--- src/flash_par_pkg.sv ---
`default_nettype none
package flash_par_pkg;

   ////////////////////////////////////////////////////////////////////////////
   // Timing: printed figures and the cycle counts derived from them.
   localparam int CLK_PERIOD_NS = 5;
   localparam int RESP_MAX_NS = 5000;
   localparam int READ_MAX_NS = 7000;
   localparam int ID_CMD_MAX_NS = 20000;
   localparam int PREP_MAX_NS = 5000;
   // Longest times round down to whole cycles.
   localparam int RESP_MAX_CYC = RESP_MAX_NS / CLK_PERIOD_NS;
   localparam int READ_MAX_CYC = READ_MAX_NS / CLK_PERIOD_NS;
   localparam int ID_CMD_MAX_CYC = ID_CMD_MAX_NS / CLK_PERIOD_NS;
   localparam int PREP_MAX_CYC = PREP_MAX_NS / CLK_PERIOD_NS;
   // Every answer waits this long; far below the tightest limit even with sync latency.
   localparam logic [4:0] RESP_DELAY_CYC = 5'(RESP_MAX_CYC / 64);

   ////////////////////////////////////////////////////////////////////////////
   // Pin bundle through the synchroniser: strobe, framing line, data byte.
   localparam int PIN_WIDTH = 10;
   localparam int STROBE_BIT = 9;
   localparam int FRAME_BIT = 8;
   localparam logic [9:0] PIN_IDLE = 10'h300;

   ////////////////////////////////////////////////////////////////////////////
   // Reset values and status codes.
   localparam logic ACK_RST = 1'b1;
   localparam logic RESP_RST = 1'b1;
   localparam logic [3:0] STATUS_LOADING = 4'hf;
   localparam logic [3:0] RESULT_OK = 4'h0;
   localparam logic [3:0] STATUS_BAD_CMD_DEFAULT = 4'h1;

   ////////////////////////////////////////////////////////////////////////////
   // Command words, first byte in the top lane.
   localparam logic [31:0] CMD_READ_ID = 32'h3600_0000;
   localparam logic [31:0] CMD_PREP_READ = 32'h0002_0000;
   localparam logic [2:0] CMD_LEN = 3'h4;
   localparam logic [3:0] ID_FIRST_BYTE = 4'h4;
   localparam logic [3:0] ID_WORD1_BYTE = 4'h8;
   localparam logic [3:0] ID_END_BYTE = 4'hc;

   typedef enum logic [10:0] {
      S_LOAD = 11'h001,
      S_IDLE = 11'h002,
      S_OPEN = 11'h004,
      S_BYTE = 11'h008,
      S_ACKDN = 11'h010,
      S_ACKWT = 11'h020,
      S_ACKUP = 11'h040,
      S_EXEC = 11'h080,
      S_RDN = 11'h100,
      S_RWAIT = 11'h200,
      S_RUP = 11'h400
   } state_e;

endpackage : flash_par_pkg
`default_nettype wire

--- src/byte_stream_if.sv ---
`timescale 1ns/1ps
`default_nettype none
// Byte stream with valid and ready between the capture logic and the decoder.
interface byte_stream_if;
   logic valid;
   logic ready;
   logic [7:0] data;
   modport src (output valid, output data, input ready);
   modport snk (input valid, input data, output ready);
endinterface : byte_stream_if
`default_nettype wire

--- src/pin_sync.sv ---
`timescale 1ns/1ps
`default_nettype none
module pin_sync #(
   parameter int WIDTH = 1,
   parameter logic [WIDTH-1:0] INIT = '0
) (
   input wire logic clk,
   input wire logic arst_n,
   input wire logic [WIDTH-1:0] d,
   output logic [WIDTH-1:0] q
);

   typedef struct packed {
      logic [WIDTH-1:0] s1;
      logic [WIDTH-1:0] s2;
      logic [WIDTH-1:0] s3;
      logic [WIDTH-1:0] q;
   } sync_s;

   sync_s sync_reg;
   sync_s sync_next;

   ////////////////////////////////////////////////////////////////////////////
   // Only stages two and three are compared; stage one feeds stage two alone.
   always_comb begin
      sync_next = sync_reg;
      sync_next.s1 = d;
      sync_next.s2 = sync_reg.s1;
      sync_next.s3 = sync_reg.s2;
      for (int i = 0; i < WIDTH; i++) begin
         if (sync_reg.s2[i] == sync_reg.s3[i]) begin
            sync_next.q[i] = sync_reg.s3[i];
         end
      end
   end

   // Register the whole synchroniser state.
   always_ff @(posedge clk or negedge arst_n) begin
      if (!arst_n) begin
         sync_reg <= {INIT, INIT, INIT, INIT};
      end else begin
         sync_reg <= sync_next;
      end
   end

   assign q = sync_reg.q;

   // A filtered bit moves only to a value that stages two and three agreed on.
   // Judged lane by lane, since other lanes may still be settling when one moves.
   agree_filter_a: assert property (@(posedge clk) disable iff (!arst_n)
      q != $past(q) |-> ((q ^ $past(q)) & ($past(sync_reg.s2) ^ $past(sync_reg.s3))) == '0)
      else $error("Filtered pin changed without agreement.");

endmodule : pin_sync
`default_nettype wire

--- src/byte_buffer.sv ---
`timescale 1ns/1ps
`default_nettype none
module byte_buffer #(
   parameter int WIDTH = 8
) (
   input wire logic clk,
   input wire logic arst_n,
   byte_stream_if.snk fill,
   byte_stream_if.src drain
);

   typedef struct packed {
      logic [1:0][WIDTH-1:0] mem;
      logic rd_ptr;
      logic [1:0] count;
   } buf_s;

   buf_s buf_reg;
   buf_s buf_next;
   logic push;
   logic pop;

   // Full refuses the writer, so a stalled reader never costs a byte.
   assign fill.ready = (buf_reg.count != 2'h2);
   assign drain.valid = (buf_reg.count != 2'h0);
   assign drain.data = buf_reg.mem[buf_reg.rd_ptr];
   assign push = fill.valid && fill.ready;
   assign pop = drain.valid && drain.ready;

   ////////////////////////////////////////////////////////////////////////////
   // Two-entry ring addressed by the read pointer and the fill count.
   always_comb begin
      buf_next = buf_reg;
      if (push) begin
         buf_next.mem[buf_reg.rd_ptr ^ buf_reg.count[0]] = fill.data;
      end
      if (pop) begin
         buf_next.rd_ptr = ~buf_reg.rd_ptr;
      end
      if (push && !pop) begin
         buf_next.count = buf_reg.count + 2'h1;
      end else if (pop && !push) begin
         buf_next.count = buf_reg.count - 2'h1;
      end
   end

   // Register the buffer state.
   always_ff @(posedge clk or negedge arst_n) begin
      if (!arst_n) begin
         buf_reg <= '0;
      end else begin
         buf_reg <= buf_next;
      end
   end

   // Never more than two entries held.
   buf_bound_a: assert property (@(posedge clk) disable iff (!arst_n)
      buf_reg.count != 2'h3)
      else $error("Buffer count out of range.");

   // A byte pushed into an empty buffer is offered on the next cycle unchanged.
   buf_pass_a: assert property (@(posedge clk) disable iff (!arst_n)
      push && buf_reg.count == 2'h0 |=> drain.valid && drain.data == $past(fill.data))
      else $error("Buffered byte lost or altered.");

endmodule : byte_buffer
`default_nettype wire

--- src/flash_par_port.sv ---
`timescale 1ns/1ps
`default_nettype none
module flash_par_port #(
   parameter logic [31:0] PART_ID_WORD0 = 32'h5a5a_0101, // Arbitrary value.
   parameter logic [31:0] PART_ID_WORD1 = 32'h0000_0000, // Arbitrary value.
   parameter logic ID_TWO_WORDS = 1'b0,
   parameter logic [3:0] STATUS_BAD_CMD = flash_par_pkg::STATUS_BAD_CMD_DEFAULT
) (
   input wire logic clk,
   input wire logic arst_n,
   input wire logic loader_done,
   input wire logic programmer_strobe_n,
   input wire logic cmd_frame_n,
   input wire logic [7:0] data_in,
   output logic [7:0] data_out,
   output logic data_oe,
   output logic device_ack_n,
   output logic response_flag,
   output logic [3:0] status_lines,
   output logic parallel_mode
);

   localparam int RESP_BOUND = 40;
   localparam int STEADY_BOUND = 2;

   typedef struct packed {
      flash_par_pkg::state_e st;
      logic [4:0] cnt;
      logic ack;
      logic res;
      logic [3:0] status;
      logic [7:0] dout;
      logic oe;
      logic par;
      logic [31:0] cmd_word;
      logic [2:0] nbytes;
      logic id_armed;
      logic rd_ok;
      logic [3:0] rd_idx;
   } core_s;

   core_s core_reg;
   core_s core_next;
   logic [9:0] pins_sync;
   logic s_strobe;
   logic s_frame;
   logic [7:0] s_data;

   byte_stream_if cmd_in ();
   byte_stream_if cmd_out ();

   ////////////////////////////////////////////////////////////////////////////
   // Strobe, frame and data share one filter so data lags no less than the strobe.
   // three-stage filtering
   pin_sync #(
      .WIDTH(flash_par_pkg::PIN_WIDTH),
      .INIT(flash_par_pkg::PIN_IDLE)
   ) u_pin_sync (
      .clk(clk),
      .arst_n(arst_n),
      .d({programmer_strobe_n, cmd_frame_n, data_in}),
      .q(pins_sync)
   );

   assign s_strobe = pins_sync[flash_par_pkg::STROBE_BIT];
   assign s_frame = pins_sync[flash_par_pkg::FRAME_BIT];
   assign s_data = pins_sync[7:0];

   // Captured command bytes wait here; a full buffer holds the acknowledge back.
   byte_buffer #(
      .WIDTH(8)
   ) u_byte_buffer (
      .clk(clk),
      .arst_n(arst_n),
      .fill(cmd_in.snk),
      .drain(cmd_out.src)
   );

   assign cmd_in.valid = (core_reg.st == flash_par_pkg::S_BYTE) && !s_frame && !s_strobe;
   assign cmd_in.data = s_data;
   // Decoder stalls only in the cycle that judges the finished command.
   assign cmd_out.ready = (core_reg.st != flash_par_pkg::S_EXEC) || (core_reg.cnt != 5'h0);

   ////////////////////////////////////////////////////////////////////////////
   // Byte shown at a read position: filler, then identifier bytes low first.
   // filler then identifier bytes
   function automatic logic [7:0] read_byte(input logic [3:0] idx, input logic ok);
      logic [63:0] idw;
      logic [3:0] off;
      idw = {PART_ID_WORD1, PART_ID_WORD0};
      off = idx - flash_par_pkg::ID_FIRST_BYTE;
      read_byte = 8'h00;
      if (ok && idx >= flash_par_pkg::ID_FIRST_BYTE && idx < flash_par_pkg::ID_END_BYTE) begin
         if (ID_TWO_WORDS || idx < flash_par_pkg::ID_WORD1_BYTE) begin
            read_byte = idw[{off[2:0], 3'h0} +: 8];
         end
      end
   endfunction : read_byte

   ////////////////////////////////////////////////////////////////////////////
   // Handshake sequencer, command decoder and read source.
   always_comb begin
      core_next = core_reg;
      // bytes of a cycle counted from one
      if (cmd_out.valid && cmd_out.ready) begin
         core_next.cmd_word = {core_reg.cmd_word[23:0], cmd_out.data};
         if (core_reg.nbytes != 3'h7) begin
            core_next.nbytes = core_reg.nbytes + 3'h1;
         end
      end
      case (core_reg.st)
         flash_par_pkg::S_LOAD: begin
            // confirm load by dropping status and response
            if (loader_done) begin
               core_next.status = flash_par_pkg::RESULT_OK;
               core_next.res = 1'b0;
               core_next.par = 1'b1;
               core_next.st = flash_par_pkg::S_IDLE;
            end
         end
         flash_par_pkg::S_IDLE: begin
            // act only on a programmer edge
            if (!s_frame) begin
               core_next.cnt = flash_par_pkg::RESP_DELAY_CYC;
               core_next.nbytes = 3'h0;
               core_next.cmd_word = 32'h0000_0000;
               core_next.st = flash_par_pkg::S_OPEN;
            end else if (!s_strobe) begin
               core_next.dout = read_byte(core_reg.rd_idx, core_reg.rd_ok);
               core_next.oe = 1'b1;
               core_next.cnt = flash_par_pkg::RESP_DELAY_CYC;
               if (core_reg.rd_idx != 4'hf) begin
                  core_next.rd_idx = core_reg.rd_idx + 4'h1;
               end
               core_next.st = flash_par_pkg::S_RDN;
            end
         end
         flash_par_pkg::S_OPEN: begin
            if (core_reg.cnt == 5'h0) begin
               core_next.res = 1'b1;
               core_next.st = flash_par_pkg::S_BYTE;
            end else begin
               core_next.cnt = core_reg.cnt - 5'h1;
            end
         end
         flash_par_pkg::S_BYTE: begin
            if (s_frame) begin
               core_next.cnt = flash_par_pkg::RESP_DELAY_CYC;
               core_next.st = flash_par_pkg::S_EXEC;
            end else if (!s_strobe && cmd_in.ready) begin
               core_next.cnt = flash_par_pkg::RESP_DELAY_CYC;
               core_next.st = flash_par_pkg::S_ACKDN;
            end
         end
         flash_par_pkg::S_ACKDN: begin
            if (core_reg.cnt == 5'h0) begin
               core_next.ack = 1'b0;
               core_next.st = flash_par_pkg::S_ACKWT;
            end else begin
               core_next.cnt = core_reg.cnt - 5'h1;
            end
         end
         flash_par_pkg::S_ACKWT: begin
            if (s_strobe) begin
               core_next.cnt = flash_par_pkg::RESP_DELAY_CYC;
               core_next.st = flash_par_pkg::S_ACKUP;
            end
         end
         flash_par_pkg::S_ACKUP: begin
            if (core_reg.cnt == 5'h0) begin
               core_next.ack = 1'b1;
               core_next.st = flash_par_pkg::S_BYTE;
            end else begin
               core_next.cnt = core_reg.cnt - 5'h1;
            end
         end
         flash_par_pkg::S_EXEC: begin
            if (core_reg.cnt != 5'h0) begin
               core_next.cnt = core_reg.cnt - 5'h1;
            end else begin
               core_next.res = 1'b0;
               core_next.st = flash_par_pkg::S_IDLE;
               if (core_reg.nbytes == flash_par_pkg::CMD_LEN && core_reg.cmd_word == flash_par_pkg::CMD_READ_ID) begin
                  core_next.id_armed = 1'b1;
                  core_next.rd_ok = 1'b0;
                  core_next.status = flash_par_pkg::RESULT_OK;
               end else if (core_reg.nbytes == flash_par_pkg::CMD_LEN &&
                            core_reg.cmd_word == flash_par_pkg::CMD_PREP_READ && core_reg.id_armed) begin
                  core_next.rd_ok = 1'b1;
                  core_next.rd_idx = 4'h0;
                  core_next.id_armed = 1'b0;
                  core_next.status = flash_par_pkg::RESULT_OK;
               end else begin
                  core_next.id_armed = 1'b0;
                  core_next.rd_ok = 1'b0;
                  core_next.status = STATUS_BAD_CMD;
               end
            end
         end
         flash_par_pkg::S_RDN: begin
            // byte on bus before acknowledge falls
            if (core_reg.cnt == 5'h0) begin
               core_next.ack = 1'b0;
               core_next.st = flash_par_pkg::S_RWAIT;
            end else begin
               core_next.cnt = core_reg.cnt - 5'h1;
            end
         end
         flash_par_pkg::S_RWAIT: begin
            if (s_strobe) begin
               core_next.cnt = flash_par_pkg::RESP_DELAY_CYC;
               core_next.st = flash_par_pkg::S_RUP;
            end
         end
         flash_par_pkg::S_RUP: begin
            if (core_reg.cnt == 5'h0) begin
               core_next.ack = 1'b1;
               core_next.oe = 1'b0;
               core_next.st = flash_par_pkg::S_IDLE;
            end else begin
               core_next.cnt = core_reg.cnt - 5'h1;
            end
         end
         default: begin
            core_next.st = flash_par_pkg::S_IDLE;
         end
      endcase
   end

   // Register the core state; loading state shows all status lines high.
   always_ff @(posedge clk or negedge arst_n) begin
      if (!arst_n) begin
         core_reg <= '{st: flash_par_pkg::S_LOAD, cnt: 5'h0, ack: flash_par_pkg::ACK_RST,
                       res: flash_par_pkg::RESP_RST, status: flash_par_pkg::STATUS_LOADING,
                       dout: 8'h00, oe: 1'b0, par: 1'b0, cmd_word: 32'h0000_0000,
                       nbytes: 3'h0, id_armed: 1'b0, rd_ok: 1'b0, rd_idx: 4'h0};
      end else begin
         core_reg <= core_next;
      end
   end

   // parallel_mode marks the swapped pin functions
   assign parallel_mode = core_reg.par;
   assign device_ack_n = core_reg.ack;
   assign response_flag = core_reg.res;
   assign status_lines = core_reg.status;
   assign data_out = core_reg.dout;
   assign data_oe = core_reg.oe;

   ////////////////////////////////////////////////////////////////////////////
   // Checks on the handshake.
   response_rise_a: assert property (@(posedge clk) disable iff (!arst_n)
      core_reg.st == flash_par_pkg::S_IDLE && !s_frame |-> ##[1:RESP_BOUND] response_flag)
      else $error("Response flag late after frame fell.");

   cmd_ack_fall_a: assert property (@(posedge clk) disable iff (!arst_n)
      cmd_in.valid && cmd_in.ready |-> ##[1:RESP_BOUND] !device_ack_n)
      else $error("Acknowledge late after command strobe.");

   ack_rise_a: assert property (@(posedge clk) disable iff (!arst_n)
      $rose(s_strobe) && !device_ack_n |-> ##[1:RESP_BOUND] device_ack_n)
      else $error("Acknowledge late after strobe rose.");

   cmd_bus_released_a: assert property (@(posedge clk) disable iff (!arst_n)
      response_flag |-> !data_oe)
      else $error("Data driven during command sequence.");

   read_drive_a: assert property (@(posedge clk) disable iff (!arst_n)
      core_reg.st == flash_par_pkg::S_IDLE && s_frame && !s_strobe
      |=> data_oe ##[0:RESP_BOUND] !device_ack_n && data_oe)
      else $error("Read byte or acknowledge missing.");

   read_steady_a: assert property (@(posedge clk) disable iff (!arst_n)
      core_reg.st == flash_par_pkg::S_RWAIT |-> ##[1:STEADY_BOUND] $stable(response_flag) && $stable(status_lines))
      else $error("Status or response moved during read.");

   id_status_a: assert property (@(posedge clk) disable iff (!arst_n)
      core_reg.st == flash_par_pkg::S_EXEC && core_reg.cnt == 5'h0 &&
      core_reg.nbytes == flash_par_pkg::CMD_LEN && core_reg.cmd_word == flash_par_pkg::CMD_READ_ID
      |=> status_lines == flash_par_pkg::RESULT_OK && !response_flag)
      else $error("Identifier command did not report success.");

   no_initiative_a: assert property (@(posedge clk) disable iff (!arst_n)
      $fell(device_ack_n) |-> !s_strobe)
      else $error("Acknowledge fell without a strobe.");

   id_low_byte_a: assert property (@(posedge clk) disable iff (!arst_n)
      core_reg.st == flash_par_pkg::S_IDLE && s_frame && !s_strobe && core_reg.rd_ok &&
      core_reg.rd_idx == flash_par_pkg::ID_FIRST_BYTE |=> data_out == PART_ID_WORD0[7:0])
      else $error("Identifier low byte not first.");

endmodule : flash_par_port
`default_nettype wire

--- config.mk ---
export PLATFORM = sky130hd
export DESIGN_NAME = flash_par_port
export DESIGN_NICKNAME = d
export VERILOG_FILES = /design/src/flash_par_pkg.sv /design/src/byte_stream_if.sv /design/src/pin_sync.sv /design/src/byte_buffer.sv /design/src/flash_par_port.sv
export SDC_FILE = /design/constraint.sdc
export NUM_CORES = 1
export LEC_CHECK = 0
export ABC_CLOCK_PERIOD_IN_PS = 3900
export BUFFER_PORTS_ARGS = -buffer_cell sky130_fd_sc_hd__buf_2
export CAP_MARGIN = 10
export CORE_MARGIN = 10
export CORE_UTILIZATION = 30
export CTS_CLUSTER_SIZE = 8
export DETAILED_ROUTE_END_ITERATION = 12
export PLACE_DENSITY = 0.43
export SETUP_SLACK_MARGIN = 0.3
export SLEW_MARGIN = 40
export SYNTH_ARGS = -nofsm -noshare
export SYNTH_HDL_FRONTEND = slang
export SYNTH_SLANG_ARGS = --single-unit
export TNS_END_PERCENT = 10
--- constraint.sdc ---
create_clock -name clk -period 3.9 [get_ports clk]
set_input_delay 0.585 -clock clk [delete_from_list [all_inputs] [get_ports clk]]
set_output_delay 0.585 -clock clk [all_outputs]
set_load 0.02 [all_outputs]
## Yosys cells after proc, flatten, opt, wreduce, memory -nomap -nowiden

Cells that the tools add are included.

| operators by class | value |
|---|---|
| add/subtract/negate cells | 6 |
| order comparisons | 6 |
| eq/ne operators | 48 |
| shifts and indexed selects | 1 |
| muxes and demuxes | 50 |
| bitwise operators | 4 |
| reductions and logical operators | 42 |

Operator list:

| operator | count |
|---|---|
| one-hot mux 11 bit (10 select lines) | 1 |
| two-way mux 35 bit | 3 |
| two-way mux 16 bit | 6 |
| two-way mux 11 bit | 6 |
| indexed part select 64 x 7 -> 8 bit (first input constant) | 1 |
| two-way mux 8 bit | 5 |
| equality test 32 x 18 -> 1 bit (second input constant) | 1 |
| equality test 32 x 30 -> 1 bit (second input constant) | 1 |
| one-hot mux 5 bit (6 select lines) | 1 |
| two-way mux 4 bit | 7 |
| inequality test 2 bit (second input constant) | 13 |
| two-way mux 5 bit | 4 |
| bitwise mux 16 bit | 1 |
| one-hot mux 4 bit (2 select lines) | 2 |
| AND reduction 7 bit | 2 |
| logical AND 1 bit | 13 |
| inequality test 2 x 1 -> 1 bit (second input constant) | 6 |
| nonzero test 2 bit | 6 |
| equality test 11 x 1 -> 1 bit (second input constant) | 1 |
| equality test 11 x 10 -> 1 bit (second input constant) | 1 |
| equality test 11 bit (second input constant) | 1 |
| equality test 11 x 2 -> 1 bit (second input constant) | 1 |
| equality test 11 x 3 -> 1 bit (second input constant) | 1 |
| equality test 11 x 4 -> 1 bit (second input constant) | 1 |
| other kinds (41) | 72 |

| word-level totals | value |
|---|---|
| bits in registers | 132 |
| input port bits | 13 |
| output and inout port bits | 16 |
| word-level logic and storage cells | 187 |

## Depth between registers and ports, before layout

Gate-level depths: netlist of the first run.

| logic depth | value |
|---|---|
| depth in word-level cells | 8 |
| mapped depth | 12 |
| depth with buffers taken out | 10 |

## Cells and area by module

From an unflattened synthesis of the first run, not the netlist that was laid out.

| second synthesis, totals | value |
|---|---|
| cell total of the unflattened synthesis | 555 |
| area total of the unflattened synthesis | 5929.4 µm² |

Modules (own cells, without submodules):

| module | times used | cells an instance | area each (µm²) | seq. area each (µm²) |
|---|---|---|---|---|
| flash_par_port | 1 | 373 | 3445.8 | 1632.8 |
| byte_buffer | 1 | 122 | 1285.0 | 475.5 |
| pin_sync | 1 | 60 | 1198.6 | 1011.0 |

## Worst setup path before layout of the first run

OpenSTA, ideal clock, no wires.

| timing path | value |
|---|---|
| path kind | flip-flop to flip-flop |
| start point | reg core_reg[57] in the netlist's numbering |
| end point | reg u_byte_buffer.buf_reg[1] in the netlist's numbering |
| setup time | 0.126 ns |
| arrival | 2.324 ns |
| data required time | 3.774 ns |
| path slack | 1.450 ns |
| stages on the path, launching flop included | 13 |
| buffers on the path | 2 |
| clock period less this slack | 2.450 ns |
| cell sequence | dfrtp_1 inv_1 ha_1 nor4b_4 nand4_1 o21a_1 buf_2 inv_2 buf_4 ha_1 xor2_1 nor2_1 xor2_1 |

| between the ends | value |
|---|---|
| word-level cells in the longest chain between the ends | 6 |
| elaborated cells between the ends (all ways) | 8 |
| classes of those cells | mux: 1; reduce/logical: 7 |

RTL lines:

| what | line | RTL |
|---|---|---|
| start, declared | flash_par_port.sv:42 | `core_s core_reg;` |
| start signal, assigned | flash_par_port.sv:233 | `core_reg <= '{st: flash_par_pkg::S_LOAD, cnt: 5'h0, ack: flash_par_pkg::ACK_RST,` |
| start signal, assigned | flash_par_port.sv:238 | `core_reg <= core_next;` |
| nonzero test 5 bit (*) | flash_par_port.sv:82 | `assign cmd_out.ready = (core_reg.st != flash_par_pkg::S_EXEC) \|\| (core_reg.cnt != 5'h0);` |
| logical OR 1 bit (*) | flash_par_port.sv:82 |  |
| logical AND 1 bit (*) | byte_buffer.sv:28 | `assign pop = drain.valid && drain.ready;` |
| logical NOT 1 bit | byte_buffer.sv:40 | `if (push && !pop) begin` |
| logical AND 1 bit | byte_buffer.sv:40 |  |
| two-way mux 2 bit / nonzero test 2 bit (equally long branches) | n/a |  |
| end signal, assigned | byte_buffer.sv:52 | `buf_reg <= buf_next;` |
| end, declared | byte_buffer.sv:18 | `buf_s buf_reg;` |

Mark *: on every way between the ends. The rest lies on a longest branch, timed or not.
A chain may end at the register's enable or synchronous reset.

## Final worst setup path of the first run

| timing path | value |
|---|---|
| start point | reg core_reg[67] in the netlist's numbering |
| end point | reg core_reg[67] in the netlist's numbering |

| between the ends | value |
|---|---|
| word-level cells in the longest chain between the ends | 4 |
| elaborated cells between the ends (all ways) | 24 |
| classes of those cells | eq/ne: 21; mux: 1; reduce/logical: 2 |

RTL lines:

| what | line | RTL |
|---|---|---|
| equality test 11 x 7 -> 1 bit / equality test 11 x 3 -> 1 bit (equally long branches) | flash_par_port.sv:111 | `case (core_reg.st)` |
| OR reduction 2 bit (no line) | n/a |  |
| inequality test 2 x 1 -> 1 bit (no line) | n/a |  |
| AND reduction 10 bit (no line) | n/a |  |

Parallel ways exist; a longest one is shown, timed or not.

==> flow_metrics.env, run 1 <==
export IMPL_htreeDepth=4
export IMPL_hold_slack_ps=174
export IMPL_drive_gt1_share_pct=20.4
export IMPL_maxCapViolCount=0
export IMPL_setup_viol_count_final=0
export IMPL_worstSkewPairLatency_ps=410
export IMPL_die_h_um=154
export IMPL_ys_types=64
export IMPL_crit_type="reg -> reg"
export IMPL_cts_hold_buf=0
export IMPL_synth_area_um2=5370
export IMPL_synth_area_leader_cell="dfrtp_1"
export IMPL_grt_pass1_vias=3627
export IMPL_ys_warn_count=0
export IMPL_rows=48
export IMPL_power_leakage_uw=0.00277
export IMPL_r2r_start="core_reg[67]"
export IMPL_drc=0
export IMPL_ctsResizeCount=0
export IMPL_rsz0062_at_grt="no"
export IMPL_yosys_area_share_adder_pct=3.03
export IMPL_largest_register_ffs=57
export IMPL_final_area_um2=6220
export IMPL_synth_edf_count=0
export IMPL_postPlaceCellArea_um2=5640
export IMPL_synthCells=468
export IMPL_nNetsFinal=506
export IMPL_grt_overflow_total=0
export IMPL_ir_worst_vdd_mv=0.324
export IMPL_cp_data_required_time_ps=4190
export IMPL_synthMostInstantiatedCell="dfrtp_1"
export IMPL_post_route_period_util_pct=72.0
export IMPL_wire_per_inst_um=14.8
export IMPL_cts_tree="yes"
export IMPL_first_iter_violations=237
export IMPL_place_congestion=0.765
export IMPL_startpoint="core_reg[67]"
export IMPL_antenna_found_initial=0
export IMPL_synthXorXnorAreaFrac_pct=1.47
export IMPL_start_util_pct=30.8
export IMPL_worstPathMaxFanout=13
export IMPL_wl_um=10700
export IMPL_grt_max_degree=70
export IMPL_viasPerCell=4.74
export IMPL_relSlewSlack_pct=49.6
export IMPL_clock_path_buffers=2
export IMPL_final_util_pct=35.7
export IMPL_ys_async_sr_fraction_pct=100
export IMPL_cts_setup_buffers=0
export IMPL_diodes=0
export IMPL_final_antenna_net_count=0
export IMPL_cts_sinks=124
export IMPL_first_pass_iters=4
export IMPL_synth_seq_cells=124
export IMPL_synth_avg_cell_area_um2=11.5
export IMPL_status="completed"
export IMPL_crit_chain="nor4_4 > a221oi_2 > a2111oi_4 > nor2_2 > o21ai_4 > mux2_1"
export IMPL_root_buffer="clkbuf_16"
export IMPL_finClkSkew_ps=8.34
export IMPL_grt_usage_pct=9.74
export IMPL_crit_arrival_ps=3100
export IMPL_ys_top_cells_by_area="dfrtp_1 52%, dfstp_2 6.4%, nand2_1 4.8%"
export IMPL_cp_slowest_cell="nor4_4"
export IMPL_final_setup_tns_ps=0
export IMPL_slew_viol_final=0
export IMPL_die_w_um=154
export IMPL_synthToLayoutAreaGrowth_pct=15.9
export IMPL_hpwlAfterDp_um=7180
export IMPL_max_stage_delay_ps=750
export IMPL_grt_pass1_wl_um=18800
export IMPL_hold_path_class="in -> async"
export IMPL_nFillCells=1766
export IMPL_synth_area_mux_share_pct=5.67
export IMPL_hold_viol=0
export IMPL_synth_top_family_by_area="simple AND/OR/NAND/NOR gates"
export IMPL_synth_simple_gate_area_share_pct=17.0
export IMPL_io_pins=29
export IMPL_cp_end_kind="flip-flop"
export IMPL_min_period_ps=2810
export IMPL_numPortBuffers=25
export IMPL_clk_pin_slew_ps=50
export IMPL_synth_flop_cell="dfrtp_1"
export IMPL_ys_seq_area_share_pct=58.1
export IMPL_numCtsBuffers=17
export IMPL_detailroute_via_count=3440
export IMPL_cp_start_kind="flip-flop"
export IMPL_max_freq_ghz=0.356
export IMPL_synth_compound_area_share_pct=10.2
export IMPL_coreArea_um2=17400
export IMPL_tightest_slew_ps=750
export IMPL_powerDensity_nw_per_um2=775
export IMPL_synth_top_area_share_pct=51.8
export IMPL_yosys_top_cells_count="111 x dfrtp_1, 69 x nand2_1, 31 x a21oi_1"
export IMPL_die_area_um2=23600
-- where the power goes --
part,internal [µW],switching (µW)
combinational,555,826
sequential,1620,302
clock,940,581
-- metal layers --
layer	vias up	GRT usage (%)	routed length, µm
met2	58	13.5	4620
met5	-	0	0
met3	15	2.79	362
met1	1681	13.5	5560
met4	0	4.68	161
li1	1686	-	-
-- per-stage QoR --
stage               setup slack (ps)  std cells  total power (µW)
finish                          1090        725              4820
global route                     894        725              5180
CTS                             1100        725              4890
detailed placement              1120        694              3330
global placement                1220        694              3310
floorplan                       1450        470              2970
-- worst paths after layout --
check                                           endpoint  slack, ps  depth (start not counted)
worst max-delay path                        core_reg[67]       1090                          6
worst min-delay path                     u_pin_sync.q[2]        170                          1
worst max register to register              core_reg[67]       1090                          6
worst min register to register  u_pin_sync.sync_next[11]        350                          0
max in group asynchronous                   device_ack_n       2880                          2
min in group clk                u_pin_sync.sync_next[29]        270                          1
-- layout make-up --
| type | instances | area, µm² | share of cell area (%) |
|---|---|---|---|
| timing repair buffer | 33 | 191 | 3.08 |
| clock buffer | 18 | 429 | 6.90 |
| sequential | 124 | 3120 | 50.2 |
| inverter | 9 | 33.8 | 0.543 |
| tap | 225 | 282 | 4.53 |
| multi-input combinational | 303 | 2020 | 32.5 |
| clock inverter | 13 | 144 | 2.31 |
-- layout by cell type, fill, tap and decap left out, types with 6 or more instances in the layout --
| master | count |
|---|---|
| mux2i_1 | 9 |
| inv_1 | 8 |
| nand3_1 | 9 |
| nor3_1 | 6 |
| mux2_1 | 17 |
| dfrtp_1 | 111 |
| dfstp_2 | 13 |
| a21oi_1 | 31 |
| buf_2 | 24 |
| nand2_1 | 69 |
| nor2_1 | 25 |
| o21ai_0 | 9 |
| nand4_1 | 14 |
| clkbuf_16 | 17 |
| maj3_1 | 10 |
| buf_4 | 8 |
| a211oi_1 | 8 |
-- critical path, delay by kind of cell, from the launching register on --
kind / cells / cell delay (ps)
DFF: 1 / 500
AOI/OAI and AO/OA: 3 / 950
muxes: 1 / 360
and+or+nand+nor: 2 / 870
-- cell families after synthesis --
family,after synthesis
adders and majority gates,15
muxes,28
other,1
DFF,124
AOI/OAI and AO/OA,80
and+or+nand+nor,168
xor gates and xnor gates,9
buffers and inverters,43
Power figures use the tool's default switching activity.
==> run 2, diff against run 1 <==
--- a/config.mk
+++ b/config.mk
@@ -5,14 +5,14 @@
 export SDC_FILE = /design/constraint.sdc
 export NUM_CORES = 1
 export LEC_CHECK = 0
-export ABC_CLOCK_PERIOD_IN_PS = 3900
+export ABC_CLOCK_PERIOD_IN_PS = 2490
 export BUFFER_PORTS_ARGS = -buffer_cell sky130_fd_sc_hd__buf_2
 export CAP_MARGIN = 10
 export CORE_MARGIN = 10
 export CORE_UTILIZATION = 30
 export CTS_CLUSTER_SIZE = 8
 export DETAILED_ROUTE_END_ITERATION = 12
-export PLACE_DENSITY = 0.43
+export PLACE_DENSITY = 0.45
 export SETUP_SLACK_MARGIN = 0.3
 export SLEW_MARGIN = 40
 export SYNTH_ARGS = -nofsm -noshare
==> constraint.sdc (replaced) <==
create_clock -name clk -period 2.49 [get_ports clk]
set_input_delay 0.3735 -clock clk [delete_from_list [all_inputs] [get_ports clk]]
set_output_delay 0.3735 -clock clk [all_outputs]
set_load 0.02 [all_outputs]
==> flow_metrics.env, run 2 (same netlist as run 1, synthesis figures left out) <==
export IMPL_die_h_um=154
export IMPL_slew_viol_final=0
export IMPL_maxCapViolCount=0
export IMPL_finClkSkew_ps=9.20
export IMPL_powerDensity_nw_per_um2=1200
export IMPL_max_freq_ghz=0.457
export IMPL_clk_pin_slew_ps=60
export IMPL_nNetsFinal=526
export IMPL_viasPerCell=4.76
export IMPL_final_setup_tns_ps=0
export IMPL_rows=48
export IMPL_setup_viol_count_final=0
export IMPL_min_period_ps=2190
export IMPL_final_cell_mix="108 x dfrtp_1, 69 x nand2_1, 31 x a21oi_1"
export IMPL_wire_per_inst_um=14.4
export IMPL_rr_worst_depth=7
export IMPL_final_common_cell="dfrtp_1"
export IMPL_cp_end_kind="flip-flop"
export IMPL_ir_worst_vdd_mv=0.685
export IMPL_power_leakage_uw=0.00290
export IMPL_grt_pass1_wl_um=18600
export IMPL_die_area_um2=23600
export IMPL_hold_path_class="in -> reg"
export IMPL_start_util_pct=30.8
export IMPL_clock_path_buffers=2
export IMPL_grt_overflow_total=0
export IMPL_first_pass_iters=4
export IMPL_post_route_period_util_pct=87.8
export IMPL_largest_register_ffs=57
export IMPL_die_w_um=154
export IMPL_dp_cells=704
export IMPL_grt_max_degree=45
export IMPL_final_antenna_net_count=0
export IMPL_rsz0062_at_grt="yes"
export IMPL_worstPathMaxFanout=13
export IMPL_cts_tree="yes"
export IMPL_root_buffer="clkbuf_16"
export IMPL_cp_slowest_cell="dfrtp_1"
export IMPL_htreeDepth=4
export IMPL_hpwlAfterDp_um=7130
export IMPL_wl_um=10700
export IMPL_cts_sinks=124
export IMPL_drc=0
export IMPL_nFillCells=1714
export IMPL_place_congestion=0.872
export IMPL_grt_pass1_vias=3597
export IMPL_drive_gt1_share_pct=26.1
export IMPL_crit_chain="nor3_2 > buf_6 > nand2_1 > nor4_4 > and2b_4 > o21ai_4 > mux2_1"
export IMPL_first_iter_violations=213
export IMPL_final_util_pct=37.6
export IMPL_p_total_uw=7890
export IMPL_numCtsBuffers=17
export IMPL_crit_arrival_ps=2480
export IMPL_io_pins=29
export IMPL_coreArea_um2=17400
export IMPL_status="completed"
export IMPL_cp_data_required_time_ps=2780
export IMPL_crit_type="reg -> reg"
export IMPL_max_stage_delay_ps=470
export IMPL_min_path_cells=1
export IMPL_antenna_found_initial=0
export IMPL_detailroute_via_count=3549
export IMPL_numPortBuffers=25
export IMPL_synthToLayoutAreaGrowth_pct=22.1
export IMPL_hold_slack_ps=55.2
export IMPL_cp_start_kind="flip-flop"
export IMPL_relSlewSlack_pct=62.5
export IMPL_grt_usage_pct=9.56
export IMPL_tightest_slew_ps=562
export IMPL_instances_no_fill=746
export IMPL_worstSkewPairLatency_ps=410
export IMPL_diodes=0
export IMPL_hold_viol=0
## run 2: changes by cell type in the layout (fill, tap and decap cells not counted), moves of 2 or more
cell and delta:
buf_4 +12, buf_12 +4, buf_6 +3, dfrtp_1 -3, dfrtp_2 +3, nor4b_4 +3, clkinv_2 -2, ha_1 -2
inv_6 +2, nor2_1 -2, nor4b_1 -2
## run 2: critical path: cells and delay by family, from the launching register on
kind	cells	cell delay [ps]
AOI/OAI and AO/OA	1	60
buffers and inverters	1	200
DFF	1	470
muxes	1	330
and+or+nand+nor	4	980
## run 2: layout make-up
class | count | area (µm²) | share of cell area, %
Clock buffer | 19 | 443 | 6.76
Clock inverter | 13 | 133 | 2.02
Inverter | 9 | 38.8 | 0.592
Multi-Input combinational cell | 303 | 2130 | 32.5
Sequential cell | 124 | 3120 | 47.6
Tap cell | 225 | 282 | 4.29
Timing Repair Buffer | 53 | 405 | 6.18
## run 2: path summary, 6_finish.rpt
| check | end | from | slack, ps |
|---|---|---|---|
| setup / recovery | core_reg[67] | core_reg[71] | 300 |
| hold / removal | u_pin_sync.sync_next[28] | cmd_frame_n | 60 |
| setup reg to reg | core_reg[67] | core_reg[71] | 300 |
| hold reg to reg | u_pin_sync.sync_next[15] | u_pin_sync.sync_next[25] | 350 |
| max in group asynchronous | core_reg[62] | arst_n | 1300 |
| min in group asynchronous | u_pin_sync.sync_reg[14] | arst_n | 500 |
## run 2: through the flow
stage	setup WS, ps	instance area (µm²)
3_3_place_gp	234	5790
4_1_cts	231	6450
2_1_floorplan	154	5410
5_1_grt	220	6560
3_5_place_dp	139	5790
6_report	304	6560
## run 2: report_power, final
| group | switching (µW) | total, µW | internal, µW | leakage, µW |
|---|---|---|---|---|
| registers | 435 | 2970 | 2530 | 0.00154 |
| logic | 1450 | 2560 | 1110 | 0.00109 |
| clock network | 946 | 2370 | 1420 | 0.000269 |
## run 2: repair_timing
action	CTS	global route
endpoints found under the hold margin	26	0
buffers inserted	5	4
gates resized for setup	8	14
pin swaps	5	6
hold buffers	1	0
endpoints found under the setup margin	36	69
## run 2: routing by layer
layer | up-vias | routed length [µm] | global-route usage, %
met5 | - | 0 | 0
met4 | 0 | 222 | 4.90
met3 | 18 | 384 | 2.73
met2 | 54 | 4740 | 13.5
met1 | 1756 | 5380 | 12.9
li1 | 1721 | - | -
==> run 3, diff against run 2 <==
--- a/config.mk
+++ b/config.mk
@@ -13,9 +13,11 @@
 export CTS_CLUSTER_SIZE = 8
 export DETAILED_ROUTE_END_ITERATION = 12
 export PLACE_DENSITY = 0.45
+export RECOVER_POWER = 100
+export REMOVE_ABC_BUFFERS = 1
 export SETUP_SLACK_MARGIN = 0.3
 export SLEW_MARGIN = 40
 export SYNTH_ARGS = -nofsm -noshare
 export SYNTH_HDL_FRONTEND = slang
 export SYNTH_SLANG_ARGS = --single-unit
-export TNS_END_PERCENT = 10
+export TNS_END_PERCENT = 5
==> flow_metrics.env, run 3 (same netlist as run 1, synthesis figures left out) <==
export IMPL_crit_chain="nor4_4 > buf_12 > and3_1 > a22oi_1 > a31oi_1 > buf_4 > o21ai_0 > a22oi_1"
export IMPL_p_comb_share_pct=31.9
export IMPL_rsz0062_at_grt="yes"
export IMPL_htreeDepth=4
export IMPL_place_congestion=0.832
export IMPL_internal_power_uw=5170
export IMPL_worstPathMaxFanout=13
export IMPL_grt_usage_pct=9.60
export IMPL_wire_per_inst_um=14.8
export IMPL_grt_pass1_wl_um=18800
export IMPL_maxCapViolCount=0
export IMPL_cp_data_required_time_ps=2810
export IMPL_final_cell_mix="108 x dfrtp_1, 69 x nand2_1, 31 x a21oi_1"
export IMPL_final_common_cell="dfrtp_1"
export IMPL_start_util_pct=30.8
export IMPL_post_route_period_util_pct=91.8
export IMPL_status="completed"
export IMPL_multi_input_area_um2=2110
export IMPL_crit_arrival_ps=2610
export IMPL_power_leakage_uw=0.00287
export IMPL_grt_pass1_vias=3569
export IMPL_first_pass_iters=4
export IMPL_hold_slack_ps=57.3
export IMPL_cpMostUsedCell="a22oi_1"
export IMPL_clkPwrFrac_pct=30.6
export IMPL_detailroute_via_count=3613
export IMPL_drc=0
export IMPL_rows=48
export IMPL_root_buffer="clkbuf_16"
export IMPL_dp_cells=706
export IMPL_power_switching_uw=2820
export IMPL_sequentialPowerShare_pct=37.5
export IMPL_wl_um=11100
export IMPL_relSlewSlack_pct=36.0
export IMPL_finalWorstSetupSlack_ps=203
export IMPL_numPortBuffers=25
export IMPL_final_antenna_net_count=0
export IMPL_die_area_um2=23600
export IMPL_hpwlAfterDp_um=7280
export IMPL_seq_area_um2=3120
export IMPL_ir_worst_vdd_mv=0.574
export IMPL_final_setup_tns_ps=0
export IMPL_cts_sinks=124
export IMPL_max_freq_ghz=0.437
export IMPL_setup_viol_count_final=0
export IMPL_numCtsBuffers=17
export IMPL_switching_share_pct=35.3
export IMPL_tightest_slew_ps=959
export IMPL_nFillCells=1735
export IMPL_first_iter_violations=297
export IMPL_cp_slowest_cell="dfrtp_1"
export IMPL_instances_no_fill=752
export IMPL_drive_gt1_share_pct=22.2
export IMPL_finClkSkew_ps=13.6
export IMPL_synthToLayoutAreaGrowth_pct=21.7
export IMPL_die_h_um=154
export IMPL_antenna_found_initial=0
export IMPL_io_pins=29
export IMPL_cp_end_kind="flip-flop"
export IMPL_grt_max_degree=48
export IMPL_clock_path_buffers=2
export IMPL_clk_pin_slew_ps=60
export IMPL_grt_overflow_total=0
export IMPL_cts_tree="yes"
export IMPL_slew_viol_final=0
export IMPL_coreArea_um2=17400
export IMPL_crit_type="reg -> reg"
export IMPL_preCtsSetupSlack_ps=196
export IMPL_largest_register_ffs=57
export IMPL_hold_viol=0
export IMPL_powerDensity_nw_per_um2=1220
export IMPL_max_stage_delay_ps=490
export IMPL_die_w_um=154
export IMPL_min_period_ps=2290
export IMPL_worstSkewPairLatency_ps=420
export IMPL_viasPerCell=4.80
export IMPL_cp_start_kind="flip-flop"
export IMPL_hold_path_class="in -> reg"
export IMPL_diodes=0
export IMPL_nNetsFinal=532
## run 3: cell types whose count changed in the layout (fill, tap and decap cells not counted), moves of 3 or more
cell	change
dfstp_2	-4
dfstp_1	+4
clkbuf_4	+3
buf_2	-13
clkbuf_1	+15
nor2_2	-3
clkbuf_2	+3
## run 3: worst paths after layout
check / start / to / slack [ps] / cells past startpoint
max: core_reg[64] / core_reg[3] / 200 / 8
min: data_in[7] / u_pin_sync.sync_next[27] / 60 / 1
min reg2reg: u_pin_sync.sync_next[20] / u_pin_sync.sync_next[10] / 350 / 0
max in group asynchronous: arst_n / core_reg[65] / 520 / 3
min in group asynchronous: arst_n / u_pin_sync.sync_next[10] / 640 / 2
max reg2reg: core_reg[64] / core_reg[3] / 200 / 8
## run 3: cell type report
class	count	area share, %
tap	225	4.31
multi-input combinational	303	32.4
inverter	9	0.517
sequential	124	47.8
timing repair buffer	59	5.92
clock buffer	18	6.57
clock inverter	14	2.47
## run 3: per-layer routing
metal  routed length, µm  GRT usage (%)
met5                   0              0
met4                 172           4.54
met3                 470           3.04
met2                4900           13.3
met1                5550           13.2
## run 3: worst max-delay path: cells and delay by family (launching register included)
family                 cells  cell delay [ps]
and+or+nand+nor            2              630
DFF                        1              490
buffers and inverters      2              360
AOI/OAI and AO/OA          4              730
## run 3: metrics by stage
stage               utilization, %  instance area [µm²]  total power [µW]
floorplan                        -                 5170              4530
global placement              33.1                 5770              5310
detailed placement            33.1                 5770              5370
CTS                           36.7                 6380              7880
global route                  37.5                 6530              8560
finish                        37.5                 6530              8000
## run 3: power by group through the flow
stage	logic [µW]	clock network [µW]	registers, µW
floorplan	1620	0	2910
global placement	2320	0	2990
detailed placement	2360	0	3010
CTS	2380	2520	2980
global route	2860	2620	3080
finish	2550	2450	3000
## run 3: what timing repair did
action,CTS,global route
setup endpoints to repair,39,73
hold buffers,1,0
pin swaps,0,11
gates resized for setup,4,26
setup buffers,0,13
hold endpoints to repair,37,0
